--- src/logic/tgpa_pkg.sv ---
// Constants and types for the transmit-gate, clock-phase and amplitude pin block
package tgpa_pkg;

  localparam int CLK_PERIOD_NS     = 10;
  // Filter time on both gate and amplitude inputs; least time, so round up
  localparam int FILTER_TIME_NS    = 625;
  localparam int FILTER_CYCLES     = (FILTER_TIME_NS + CLK_PERIOD_NS - 1) / CLK_PERIOD_NS;
  localparam int FILTER_CNT_W      = 7;
  localparam int FRAME_W           = 64;

  // Pull-ups on both pins mean a lost pin reads high
  localparam logic GATE_RESET_LEVEL  = 1'b1;
  localparam logic LEVEL_RESET_LEVEL = 1'b1;
  localparam logic APPLIED_RESET     = 1'b0;
  localparam logic ROLE_SLAVE        = 1'b0;
  localparam logic LEVEL_LOW_SWING   = 1'b0;
  localparam logic LEVEL_HIGH_SWING  = 1'b1;

  // Device operating state, driven by the device state machine elsewhere
  typedef enum logic [4:0] {
    TGPA_POWERUP = 5'h01,
    TGPA_CONFIG  = 5'h02,
    TGPA_NORMAL  = 5'h04,
    TGPA_STANDBY = 5'h08,
    TGPA_WAKEUP  = 5'h10
  } tgpa_state_t;

  // Completed frame from the serial-in shifter
  typedef struct packed {
    logic               valid;
    logic [FRAME_W-1:0] data;
  } tgpa_frame_t;

  // Isolated link transmitter events, one-cycle pulses
  typedef struct packed {
    logic tx_start;
    logic tx_done;
  } tgpa_link_evt_t;

endpackage

--- src/logic/tgpa_pins.sv ---
// Gate/phase and amplitude pin sampling, filtering and application
`timescale 1ns/1ns
`default_nettype none
module tgpa_pins (
  input  wire logic                   CLK,
  input  wire logic                   RST_N,
  input  wire tgpa_pkg::tgpa_state_t  DEV_STATE,
  input  wire logic                   ROLE_SELECT_PIN,
  input  wire logic                   GATE_PHASE_PIN,
  input  wire logic                   TX_LEVEL_SELECT_PIN,
  input  wire logic                   CHIP_SELECT_N,
  input  wire tgpa_pkg::tgpa_frame_t  SERIAL_FRAME,
  input  wire tgpa_pkg::tgpa_link_evt_t LINK_EVT,
  output var  tgpa_pkg::tgpa_frame_t  TX_QUEUE_PUSH,
  output var  logic                   RX_SHIFT_EN,
  output var  logic                   MASTER_ROLE,
  output var  logic                   CLOCK_PHASE,
  output var  logic                   GATE_LATCHED,
  output var  logic                   GATE_PULLUP_EN,
  output var  logic                   TX_LEVEL
);

  // Stability counter step: restart when input equals accepted level or on the last count, else count
  function automatic logic [tgpa_pkg::FILTER_CNT_W-1:0] filt_next_cnt(
    input logic                            sync_in,
    input logic                            accepted,
    input logic [tgpa_pkg::FILTER_CNT_W-1:0] cnt
  );
    logic last;
    last = (cnt == tgpa_pkg::FILTER_CNT_W'(tgpa_pkg::FILTER_CYCLES - 1));
    if (sync_in == accepted || last) begin
      filt_next_cnt = '0;
    end else begin
      filt_next_cnt = cnt + 1'b1;
    end
  endfunction

  // Accept the new level only after a full stable run
  function automatic logic filt_next_level(
    input logic                            sync_in,
    input logic                            accepted,
    input logic [tgpa_pkg::FILTER_CNT_W-1:0] cnt
  );
    if (sync_in != accepted && cnt == tgpa_pkg::FILTER_CNT_W'(tgpa_pkg::FILTER_CYCLES - 1)) begin
      filt_next_level = sync_in;
    end else begin
      filt_next_level = accepted;
    end
  endfunction

  // Two-stage synchronisers for the pins
  logic                            role_s1,  role_s2;
  logic                            gate_s1,  gate_s2;
  logic                            level_s1, level_s2;
  logic                            cs_s1,    cs_s2, cs_prev;
  logic [tgpa_pkg::FILTER_CNT_W-1:0] gate_cnt, level_cnt;
  logic                            gate_filt, level_filt;
  logic                            level_pending;
  logic                            slave_role;

  always_ff @(posedge CLK) begin
    if (!RST_N) begin
      role_s1  <= 1'b0;
      role_s2  <= 1'b0;
      gate_s1  <= tgpa_pkg::GATE_RESET_LEVEL;
      gate_s2  <= tgpa_pkg::GATE_RESET_LEVEL;
      level_s1 <= tgpa_pkg::LEVEL_RESET_LEVEL;
      level_s2 <= tgpa_pkg::LEVEL_RESET_LEVEL;
      cs_s1    <= 1'b1;
      cs_s2    <= 1'b1;
      cs_prev  <= 1'b1;
    end else begin
      role_s1  <= ROLE_SELECT_PIN;
      role_s2  <= role_s1;
      gate_s1  <= GATE_PHASE_PIN;
      gate_s2  <= gate_s1;
      level_s1 <= TX_LEVEL_SELECT_PIN;
      level_s2 <= level_s1;
      cs_s1    <= CHIP_SELECT_N;
      cs_s2    <= cs_s1;
      cs_prev  <= cs_s2;
    end
  end

  // Decoded conditions
  wire st_normal  = (DEV_STATE == tgpa_pkg::TGPA_NORMAL);
  wire st_config  = (DEV_STATE == tgpa_pkg::TGPA_CONFIG);
  wire st_standby = (DEV_STATE == tgpa_pkg::TGPA_STANDBY);
  wire st_capture = (DEV_STATE == tgpa_pkg::TGPA_WAKEUP) || (DEV_STATE == tgpa_pkg::TGPA_POWERUP);
  wire cs_fall    = cs_prev && !cs_s2;
  wire slave_norm = slave_role && st_normal;
  wire master_norm = !slave_role && st_normal;

  wire [tgpa_pkg::FILTER_CNT_W-1:0] next_gate_cnt   = filt_next_cnt(gate_s2, gate_filt, gate_cnt);
  wire                            next_gate_filt  = filt_next_level(gate_s2, gate_filt, gate_cnt);
  wire [tgpa_pkg::FILTER_CNT_W-1:0] next_level_cnt  = filt_next_cnt(level_s2, level_filt, level_cnt);
  wire                            next_level_filt = filt_next_level(level_s2, level_filt, level_cnt);

  always_ff @(posedge CLK) begin
    if (!RST_N) begin
      gate_cnt   <= '0;
      gate_filt  <= tgpa_pkg::GATE_RESET_LEVEL;
      level_cnt  <= '0;
      level_filt <= tgpa_pkg::LEVEL_RESET_LEVEL;
    end else begin
      gate_cnt   <= next_gate_cnt;
      gate_filt  <= next_gate_filt;
      level_cnt  <= next_level_cnt;
      level_filt <= next_level_filt;
    end
  end

  // role and phase straps latched only in the configuration state
  always_ff @(posedge CLK) begin
    if (!RST_N) begin
      slave_role  <= tgpa_pkg::ROLE_SLAVE;
      MASTER_ROLE <= 1'b0;
      CLOCK_PHASE <= 1'b0;
    end else if (st_config) begin
      slave_role  <= (role_s2 == tgpa_pkg::ROLE_SLAVE);
      MASTER_ROLE <= (role_s2 != tgpa_pkg::ROLE_SLAVE);
      // phase steers first or second serial clock sampling
      CLOCK_PHASE <= role_s2 ? gate_s2 : 1'b0;
    end
  end

  // gate captured at assertion and held for the frame
  always_ff @(posedge CLK) begin
    if (!RST_N) begin
      GATE_LATCHED <= tgpa_pkg::GATE_RESET_LEVEL;
    end else if (slave_role && cs_fall) begin
      GATE_LATCHED <= gate_filt;
    end
  end

  // push frame only when gate was latched high
  wire push_ok = slave_norm && SERIAL_FRAME.valid && GATE_LATCHED;

  always_ff @(posedge CLK) begin
    if (!RST_N) begin
      TX_QUEUE_PUSH <= '0;
    end else begin
      TX_QUEUE_PUSH.valid <= push_ok;
      // Data is discarded, not forwarded, when the gate is low
      TX_QUEUE_PUSH.data  <= push_ok ? SERIAL_FRAME.data : '0;
    end
  end

  // receive shifting runs on every chip-select period in slave role and normal state, regardless of gate
  // pull-up off in standby to meet low quiescent current
  always_ff @(posedge CLK) begin
    if (!RST_N) begin
      RX_SHIFT_EN    <= 1'b0;
      GATE_PULLUP_EN <= 1'b0;
    end else begin
      RX_SHIFT_EN    <= slave_norm && !cs_s2;
      GATE_PULLUP_EN <= (st_config || st_normal) && !st_standby;
    end
  end

  // pending amplitude: latest capture wins, no per-frame copy
  // Power-up and wakeup captures also count as the latest setting, so a
  // link done before the first frame never brings back a stale level
  always_ff @(posedge CLK) begin
    if (!RST_N) begin
      level_pending <= tgpa_pkg::APPLIED_RESET;
    end else if (st_capture) begin
      level_pending <= level_filt;
    end else if (slave_norm && cs_fall) begin
      level_pending <= level_filt;
    end else if (master_norm) begin
      level_pending <= level_filt;
    end
  end

  // applied level: 0 low swing, 1 high swing
  // apply per role, or capture in wakeup and power-up
  wire slave_apply  = slave_norm && LINK_EVT.tx_done;
  wire master_apply = master_norm && LINK_EVT.tx_start;

  always_ff @(posedge CLK) begin
    if (!RST_N) begin
      TX_LEVEL <= tgpa_pkg::APPLIED_RESET;
    end else if (st_capture) begin
      TX_LEVEL <= level_filt;
    end else if (slave_apply || master_apply) begin
      TX_LEVEL <= level_pending;
    end
  end
endmodule // tgpa_pins
`default_nettype wire

--- config.mk ---
export PLATFORM = sky130hd
export DESIGN_NAME = tgpa_pins
export DESIGN_NICKNAME = d
export VERILOG_FILES = /design/src/logic/tgpa_pkg.sv /design/src/logic/tgpa_pins.sv
export SDC_FILE = /design/constraint.sdc
export NUM_CORES = 1
export LEC_CHECK = 0
export BUFFER_PORTS_ARGS = -buffer_cell sky130_fd_sc_hd__buf_2
export CORE_ASPECT_RATIO = 0.7
export CORE_MARGIN = 10
export CORE_UTILIZATION = 45
export CTS_CLUSTER_DIAMETER = 30
export DETAILED_ROUTE_END_ITERATION = 8
export PLACE_DENSITY = 0.85
export SLEW_MARGIN = 40
export SYNTH_ARGS = -nofsm -noshare
export SYNTH_HDL_FRONTEND = slang
export SYNTH_SLANG_ARGS = --single-unit
--- constraint.sdc ---
create_clock -name CLK -period 1.8 [get_ports CLK]
set_input_delay 0.18 -clock CLK [delete_from_list [all_inputs] [get_ports CLK]]
set_output_delay 0.18 -clock CLK [all_outputs]
set_load 0.01 [all_outputs]
==> results of run 1 <==
-- stage by stage --
stage                     worst slack (ps)  instance area (sq um)
final                                446.5                   4099
after detailed placement             125.9                   3872
after floorplan                      358.5                   3063
after CTS                            423.3                   4099
after global routing                 284.8                   4099
after global placement               178.2                   3872
-- logic make-up (layout without fill, tap and decap cells) --
kind of cell / Yosys count / after routing / share of synthesized area, %
flip-flops: 98 / 98 / 64.05
XOR/XNOR: 11 / 11 / 3.145
adder cells (fa/ha/maj): 4 / 4 / 1.634
multiplexers: 6 / 6 / 1.961
AO/OA/AOI/OAI: 11 / 11 / 2.247
AND/OR/NAND/NOR: 129 / 129 / 23.82
buffers and inverters: 14 / 169 / 3.145
-- worst reg2reg max path, delay by kind of cell, from the launching register on --
family / cells / cell delay, ps
flops: 1 / 440
simple gates: 3 / 610
buf+inv: 1 / 250
-- cell usage in the layout (no fill, tap or decap) --
cell / netlist / final
a21boi_0: 2 / 2
a21oi_1: 4 / 4
and2_1: 66 / 66
and3_1: 2 / 2
buf_12: 0 / 1
buf_2: 2 / 148
buf_4: 1 / 1
bufinv_16: 0 / 2
clkbuf_1: 3 / 1
clkbuf_8: 0 / 10
clkinv_4: 0 / 1
clkinvlp_4: 0 / 1
dfxtp_1: 98 / 98
ha_1: 4 / 4
inv_1: 3 / 3
inv_6: 0 / 1
mux2i_1: 6 / 6
nand2_1: 15 / 15
nand2b_1: 9 / 9
nand3_1: 8 / 8
nand3b_1: 1 / 1
nand4b_1: 2 / 2
nor2_1: 17 / 17
nor3_1: 1 / 1
nor4_1: 3 / 3
nor4_4: 0 / 1
o21ai_0: 3 / 3
o311a_1: 1 / 1
o31a_1: 1 / 1
or2_2: 2 / 2
or3_1: 1 / 1
or4_1: 1 / 1
xnor2_1: 4 / 4
xor2_1: 7 / 7
-- final timing paths --
| check | cells past startpoint | slack [ps] | startpoint | to |
|---|---|---|---|---|
| worst max-delay path | 4 | 450 | slave_role$_SDFFE_PN0N_ | TX_QUEUE_PUSH[6]$_SDFF_PN0_ |
| worst min-delay path | 2 | 20 | CHIP_SELECT_N | cs_s1$_SDFF_PN1_ |
| worst max register to register | 4 | 450 | slave_role$_SDFFE_PN0N_ | TX_QUEUE_PUSH[6]$_SDFF_PN0_ |
| worst min register to register | 1 | 410 | cs_s1$_SDFF_PN1_ | cs_s2$_SDFF_PN1_ |
-- metal layers --
metal / routed length (microns) / share of wire [%]
met5: 0 / 0
met4: 53 / 0.75
met3: 620 / 8.7
met2: 3516 / 49
met1: 2917 / 41
-- cell type report --
class	count	share of cell area, %
sequential	98	47.86
multi-input combinational	161	24.73
timing repair buffer	150	18.74
clock buffer	11	3.449
tap	94	2.869
clock inverter	5	2.076
inverter	3	0.2747
-- where the power goes --
| group | internal [uW] | switching, uW | leakage, uW |
|---|---|---|---|
| combinational | 78.5 | 48.8 | 0.00111 |
| clock | 829 | 709 | 0.000110 |
| sequential | 2180 | 6.99 | 0.000792 |
==> metrics.txt, run 1 <==
run status finished clean; Port Buffers 148; cell family with most CP delay simple AND/OR/NAND/NOR gates; CTS root buffer clkbuf_8; Yosys reg bits 98; crit-path max cell delay 440 ps; Rel. slew slack 66.14%; Hold WC Path Type primary input to register; Worst Skew 6.019 ps; Syn Area/Cell 11.22 sq um; peak fanout along the critical path 65; CP cell instances nand2_1 > nor4_4 > buf_12 > and2_1; Finished Layout Cells 522; first-pass iteration count of the detailed router 4; slowest CP cell dfxtp_1; Hold WS 18.00 ps; Startpoint Class register; Via density 4.287; most flop-heavy register TX_QUEUE_PUSH; Post-Route WL 7106 microns; post-synth top area share 64.05%; fill cell count 578; Post-CTS Setup Inserts 0; endpoint class of the critical path register; Max Slew Vio Count 0; post-CTS resize count 0; period utilisation layout 75.19%; busiest grt layer met2; Register Area 1962 sq um; total negative slack 0 ps; syn_nets 355; Die W 118.6 microns; gr usage total 12.77%; Leakage 0.002016 uW; Remaining DRCs 0; YS warnings 0; Fmax achieved 738.8 MHz; First DRT Iteration DRCs 127; DP Cell Count 506; clk slew on worst S/H paths 90 ps; global-route wire length before repair 10980 microns; die area 10560 sq um; fraction of layout cells with a size suffix above 1 39.25%; Seq/Total Area, Yosys 64.05%; cell with the most instances after synthesis dfxtp_1; max reg flops 65; Die Span Y 89.03 microns; # setup viols final 0; share of synthesized registers carrying an async set or reset 0%; row count 25; vias in the first global route 2374; CTS tree yes; Initial Utilization 45.76%; GRT overflow 0; Netlist Area Pre-Place 3063 sq um; EDFF count, synth 0; total power 3852 uW; clock sink total 98; final hold vios 0; diode count 0; pwr dens 939.8 nW/um^2; worst skew pair latency 330 ps; met2 Use GR 22.56%; area taken by multi-input logic gates 1013 sq um; top flop regs TX_QUEUE_PUSH x65, gate_cnt x7, level_cnt x7; largest net degree at the start of global routing 66; WL per Instance 13.61 microns; synth unique cells 29; Core Box Area 6694 sq um; GRT met3 Usage 5.426%; Post-synth top cells dfxtp_1 (98), and2_1 (66), nor2_1 (17); Post-synth top flop dfxtp_1; CTS buffer count 9; Gate Count Post-Synth 273; final antenna-violating net count 0; antenna violations before repair 0; Post-CTS Hold Buffers 0; routability cong. 0.7902; Max Cap Viol 0; crit path kind register to register; RSZ-0062 raised after global routing false; routed via count 2238; global-route met1 utilization 13.74%; Synth area leader dfxtp_1; Area contributors post-synth dfxtp_1 (64%), and2_1 (13%), nor2_1 (2.1%); Syn-to-layout area delta 33.82%; fin crit period 1353 ps; WP data arrival 1630 ps; VDD IR-drop max 0.4609 mV; clk buf depth 2; Crit path required time 2080 ps; IO Pins 149; WP buf/inv 1; H-tree depth 3; Worst Max-Slew Pin Slew 503.3 ps; Layout Nets 505; Final Util 61.23%; Final HPWL DP 5695 microns
(Power assumes the default switching activity.)
==> run 2: changes to the inputs <==
ABC_AREA = 1   (was default)
CORE_UTILIZATION = 43   (was 45)
PLACE_DENSITY = 0.83   (was 0.85)
clock period = 1.2 ns   (was 1.8 ns; I/O delays follow)
==> run 2 against run 1 <==
  * The flow now finishes with violations (negative setup slack)
  * Sequential share of layout area is 12 points lower
  * Synthesized area grew 16%
  * Clock power is 90% higher
  * Flip-flop and latch count is the same
  * Combinational power rose to 2.9 times the previous value
  * Routed wire length up 34%
  * Critical path type unchanged
  * Clock skew about the same
==> metrics.txt, run 2 <==
top flop regs TX_QUEUE_PUSH x65, gate_cnt x7, level_cnt x7; Core Box Area 7939 sq um (+19%); Die Span Y 96.07 microns (+7.9%); worst r2r dst gate_cnt[6]$_SDFF_PP0_; period utilisation layout 105.0% (+30 points); Logic pwr share 5.7% (+2.4 points); wire length on met2 4924 microns (+40%); share of synthesized registers carrying an async set or reset 0% (unchanged); pwr dens 1210 nW/um^2 (+29%); Port Buffers 148 (unchanged); largest net degree at the start of global routing 24 (-64%); failing checks negative setup slack; most common cell after layout, fill and taps aside buf_2; WP data arrival 1490 ps (-140 ps); clk slew on worst S/H paths 70 ps (-20 ps); clock sink total 98 (unchanged); antenna violations before repair 1 (+1); Syn Area/Cell 9.454 sq um (-16%); R2R depth 7 (+3); First DRT Iteration DRCs 62 (-51%); max reg flops 65 (unchanged); Syn-to-layout area delta 52.83%; Area contributors post-synth dfxtp_1 (55%), nor2_4 (13%), inv_1 (9.9%); Clock Power Share 44.4% (+4.5 points); final antenna-violating net count 0 (unchanged); fraction of layout cells with a size suffix above 1 52.23% (+13 points); commonest non-fill, non-tap cells in the layout buf_2 (148), inv_1 (91), dfxtp_1 (90), nor2_4 (45), nor2_2 (25); Rel. slew slack 75.19% (+9.0 points); Metal-1 WL 3525 microns (+21%); first-pass iteration count of the detailed router 4 (unchanged); Post-synth top flop dfxtp_1; RSZ-0062 raised after global routing true; vias in the first global route 3029 (+28%); peak fanout along the critical path 2 (-97%); run status finished with violations; EDFF count, synth 0 (unchanged); row count 27 (+8.0%); routability cong. 0.8090 (+2.4%); hold endpoint TX_QUEUE_PUSH[21]$_SDFF_PN0_; Worst R2R Start gate_cnt[1]$_SDFF_PP0_; Max Cap Viol 0 (unchanged); Worst Max-Slew Pin Slew 370.6 ps (-132.7 ps); routed via count 2929 (+31%); Fmax achieved 793.8 MHz (+7.4%); most flop-heavy register TX_QUEUE_PUSH; clk buf depth 2 (unchanged); crit path kind register to register; # setup viols final 5 (+5); P_sw 1384 uW (+81%); hold path startpoint SERIAL_FRAME[21]; Hold Crit Depth 3 (+1); Yosys reg bits 98 (unchanged); total power 6575 uW (+71%); Hold WS 7.142 ps (-10.86 ps); sequential share of power 49.9% (-6.9 points); CTS buffer count 9 (unchanged); Synth area leader dfxtp_1; Via density 4.282 (-0.12%); global-route wire length before repair 14210 microns (+29%); post-synth top area share 55.19% (-8.9 points); endpoint class of the critical path register; Max Slew Vio Count 0 (unchanged); Remaining DRCs 0 (unchanged); routed wl met3 953 microns (+54%); Final HPWL DP 7163 microns (+26%); Die W 128.7 microns (+8.5%); worst skew pair latency 330 ps (about the same); worst reg-to-reg setup slack -60 ps (-510 ps); Final WS setup -59.71 ps (-506.2 ps); H-tree depth 3 (unchanged); CTS root buffer clkbuf_16; Highest Signal Layer met4; Seq/Total Area, Yosys 55.19% (-8.9 points); CTS tree yes; fill cell count 640 (+11%); GRT overflow 0 (unchanged); Worst Skew 5.765 ps (-0.2542 ps); YS warnings 0 (unchanged); Post-Route WL 9546 microns (+34%); IO Pins 149 (unchanged); Layout Nets 659 (+30%); syn_nets 458 (+29%); switching part of the total 21.05% (+1.2 points); die area 12360 sq um (+17%); cell with the most instances after synthesis dfxtp_1; final hold vios 0 (unchanged); VDD IR-drop max 1.058 mV (+130%); WL per Instance 13.96 microns (+2.5%); Gate Count Post-Synth 376 (+38%); Crit path required time 1430 ps (-650 ps); Post-synth top cells dfxtp_1 (98), inv_1 (94), nor2_1 (40), nor2_4 (40), nand2_1 (25); Netlist Area Pre-Place 3555 sq um (+16%); fin crit period 1260 ps (-93.77 ps); Hold WC Path Type primary input to register; Register Area 1974 sq um (+0.64%); Initial Utilization 44.78% (-0.98 points); Internal Power 5191 uW (+68%); synth unique cells 27 (-6.9%); gr usage total 14.17% (+1.4 points); Leakage 0.002757 uW (+37%); Startpoint Class register; area taken by multi-input logic gates 1364 sq um (+35%)
[run 2: layer usage]
metal  global-route usage (%)  vias to the layer above
li1                         -                     1499
met1                    14.47                     1323
met2                    24.71                       96
met3                    7.084                       11
met4                    5.453                        0
met5                        0                        -
[run 2: metrics by stage]
step / cells / area [sq um] / util (%) / setup WS (ps) / TNS, ps
floorplan: 376 / 3555 / - / 20.79 / 0
detailed placement: 638 / 4517 / 56.90 / -132.0 / -2733
global route: 684 / 5433 / 68.43 / -117.9 / -767.1
CTS: 672 / 5059 / 63.72 / -39.42 / -39.42
global placement: 638 / 4517 / 56.90 / -47.18 / -1232
finish: 684 / 5433 / 68.43 / -59.71 / -80.05
[run 2: cell type report]
type / instances / share of cell area, %
Clock buffer: 11 / 4.652
Timing Repair Buffer: 199 / 23.93
Multi-Input combinational cell: 175 / 25.10
Tap cell: 101 / 2.326
Inverter: 94 / 6.495
Antenna cell: 1 / 0.04606
Clock inverter: 5 / 1.105
Sequential cell: 98 / 36.34
[run 2: worst max path at each step]
stage,start,slack (ps),cells after the start,end
2_1_floorplan,gate_cnt[0]$_SDFF_PP0_,20,7,gate_cnt[6]$_SDFF_PP0_
3_3_place_gp,DEV_STATE[1],-50,7,TX_QUEUE_PUSH[16]$_SDFF_PN0_
3_5_place_dp,gate_cnt[0]$_SDFF_PP0_,-130,7,gate_cnt[6]$_SDFF_PP0_
4_1_cts,gate_cnt[0]$_SDFF_PP0_,-40,7,gate_cnt[6]$_SDFF_PP0_
5_1_grt,gate_cnt[1]$_SDFF_PP0_,-120,7,gate_cnt[6]$_SDFF_PP0_
6_report,gate_cnt[1]$_SDFF_PP0_,-60,7,gate_cnt[6]$_SDFF_PP0_
[run 2: power groups by stage]
stage	registers [uW]	logic (uW)	clock network, uW
after floorplan	3360	143	0
after global placement	3350	298	0
after detailed placement	3360	308	0
after CTS	3280	356	3000
after global routing	3280	415	3120
final	3280	372	2920
[run 2: kinds of logic after synthesis]
kind of cell	Yosys count	share of synthesized area, %
DFF	98	55.19
buffers and inverters	103	12.60
and+or+nand+nor	149	26.96
adders and majority gates	4	1.408
xor gates and xnor gates	5	1.232
AOI/OAI and AO/OA	17	2.605
[run 2: critical path, stage by stage (launching register included)]
cell     delay (ps)
dfxtp_2         330
buf_4           120
ha_4            140
nand2_4          50
nor2_4          120
inv_2            60
nor4_4          290
nor3_2           50
[run 2: timing repair]
item                                   in CTS  in global routing
setup endpoints to repair                  43                 73
endpoints found under the hold margin      17                  0
hold buffers                               17                  0
setup buffers                               1                  7
gates resized for setup                    15                 57
pin swaps                                   2                  9
cloned                                      0                  4
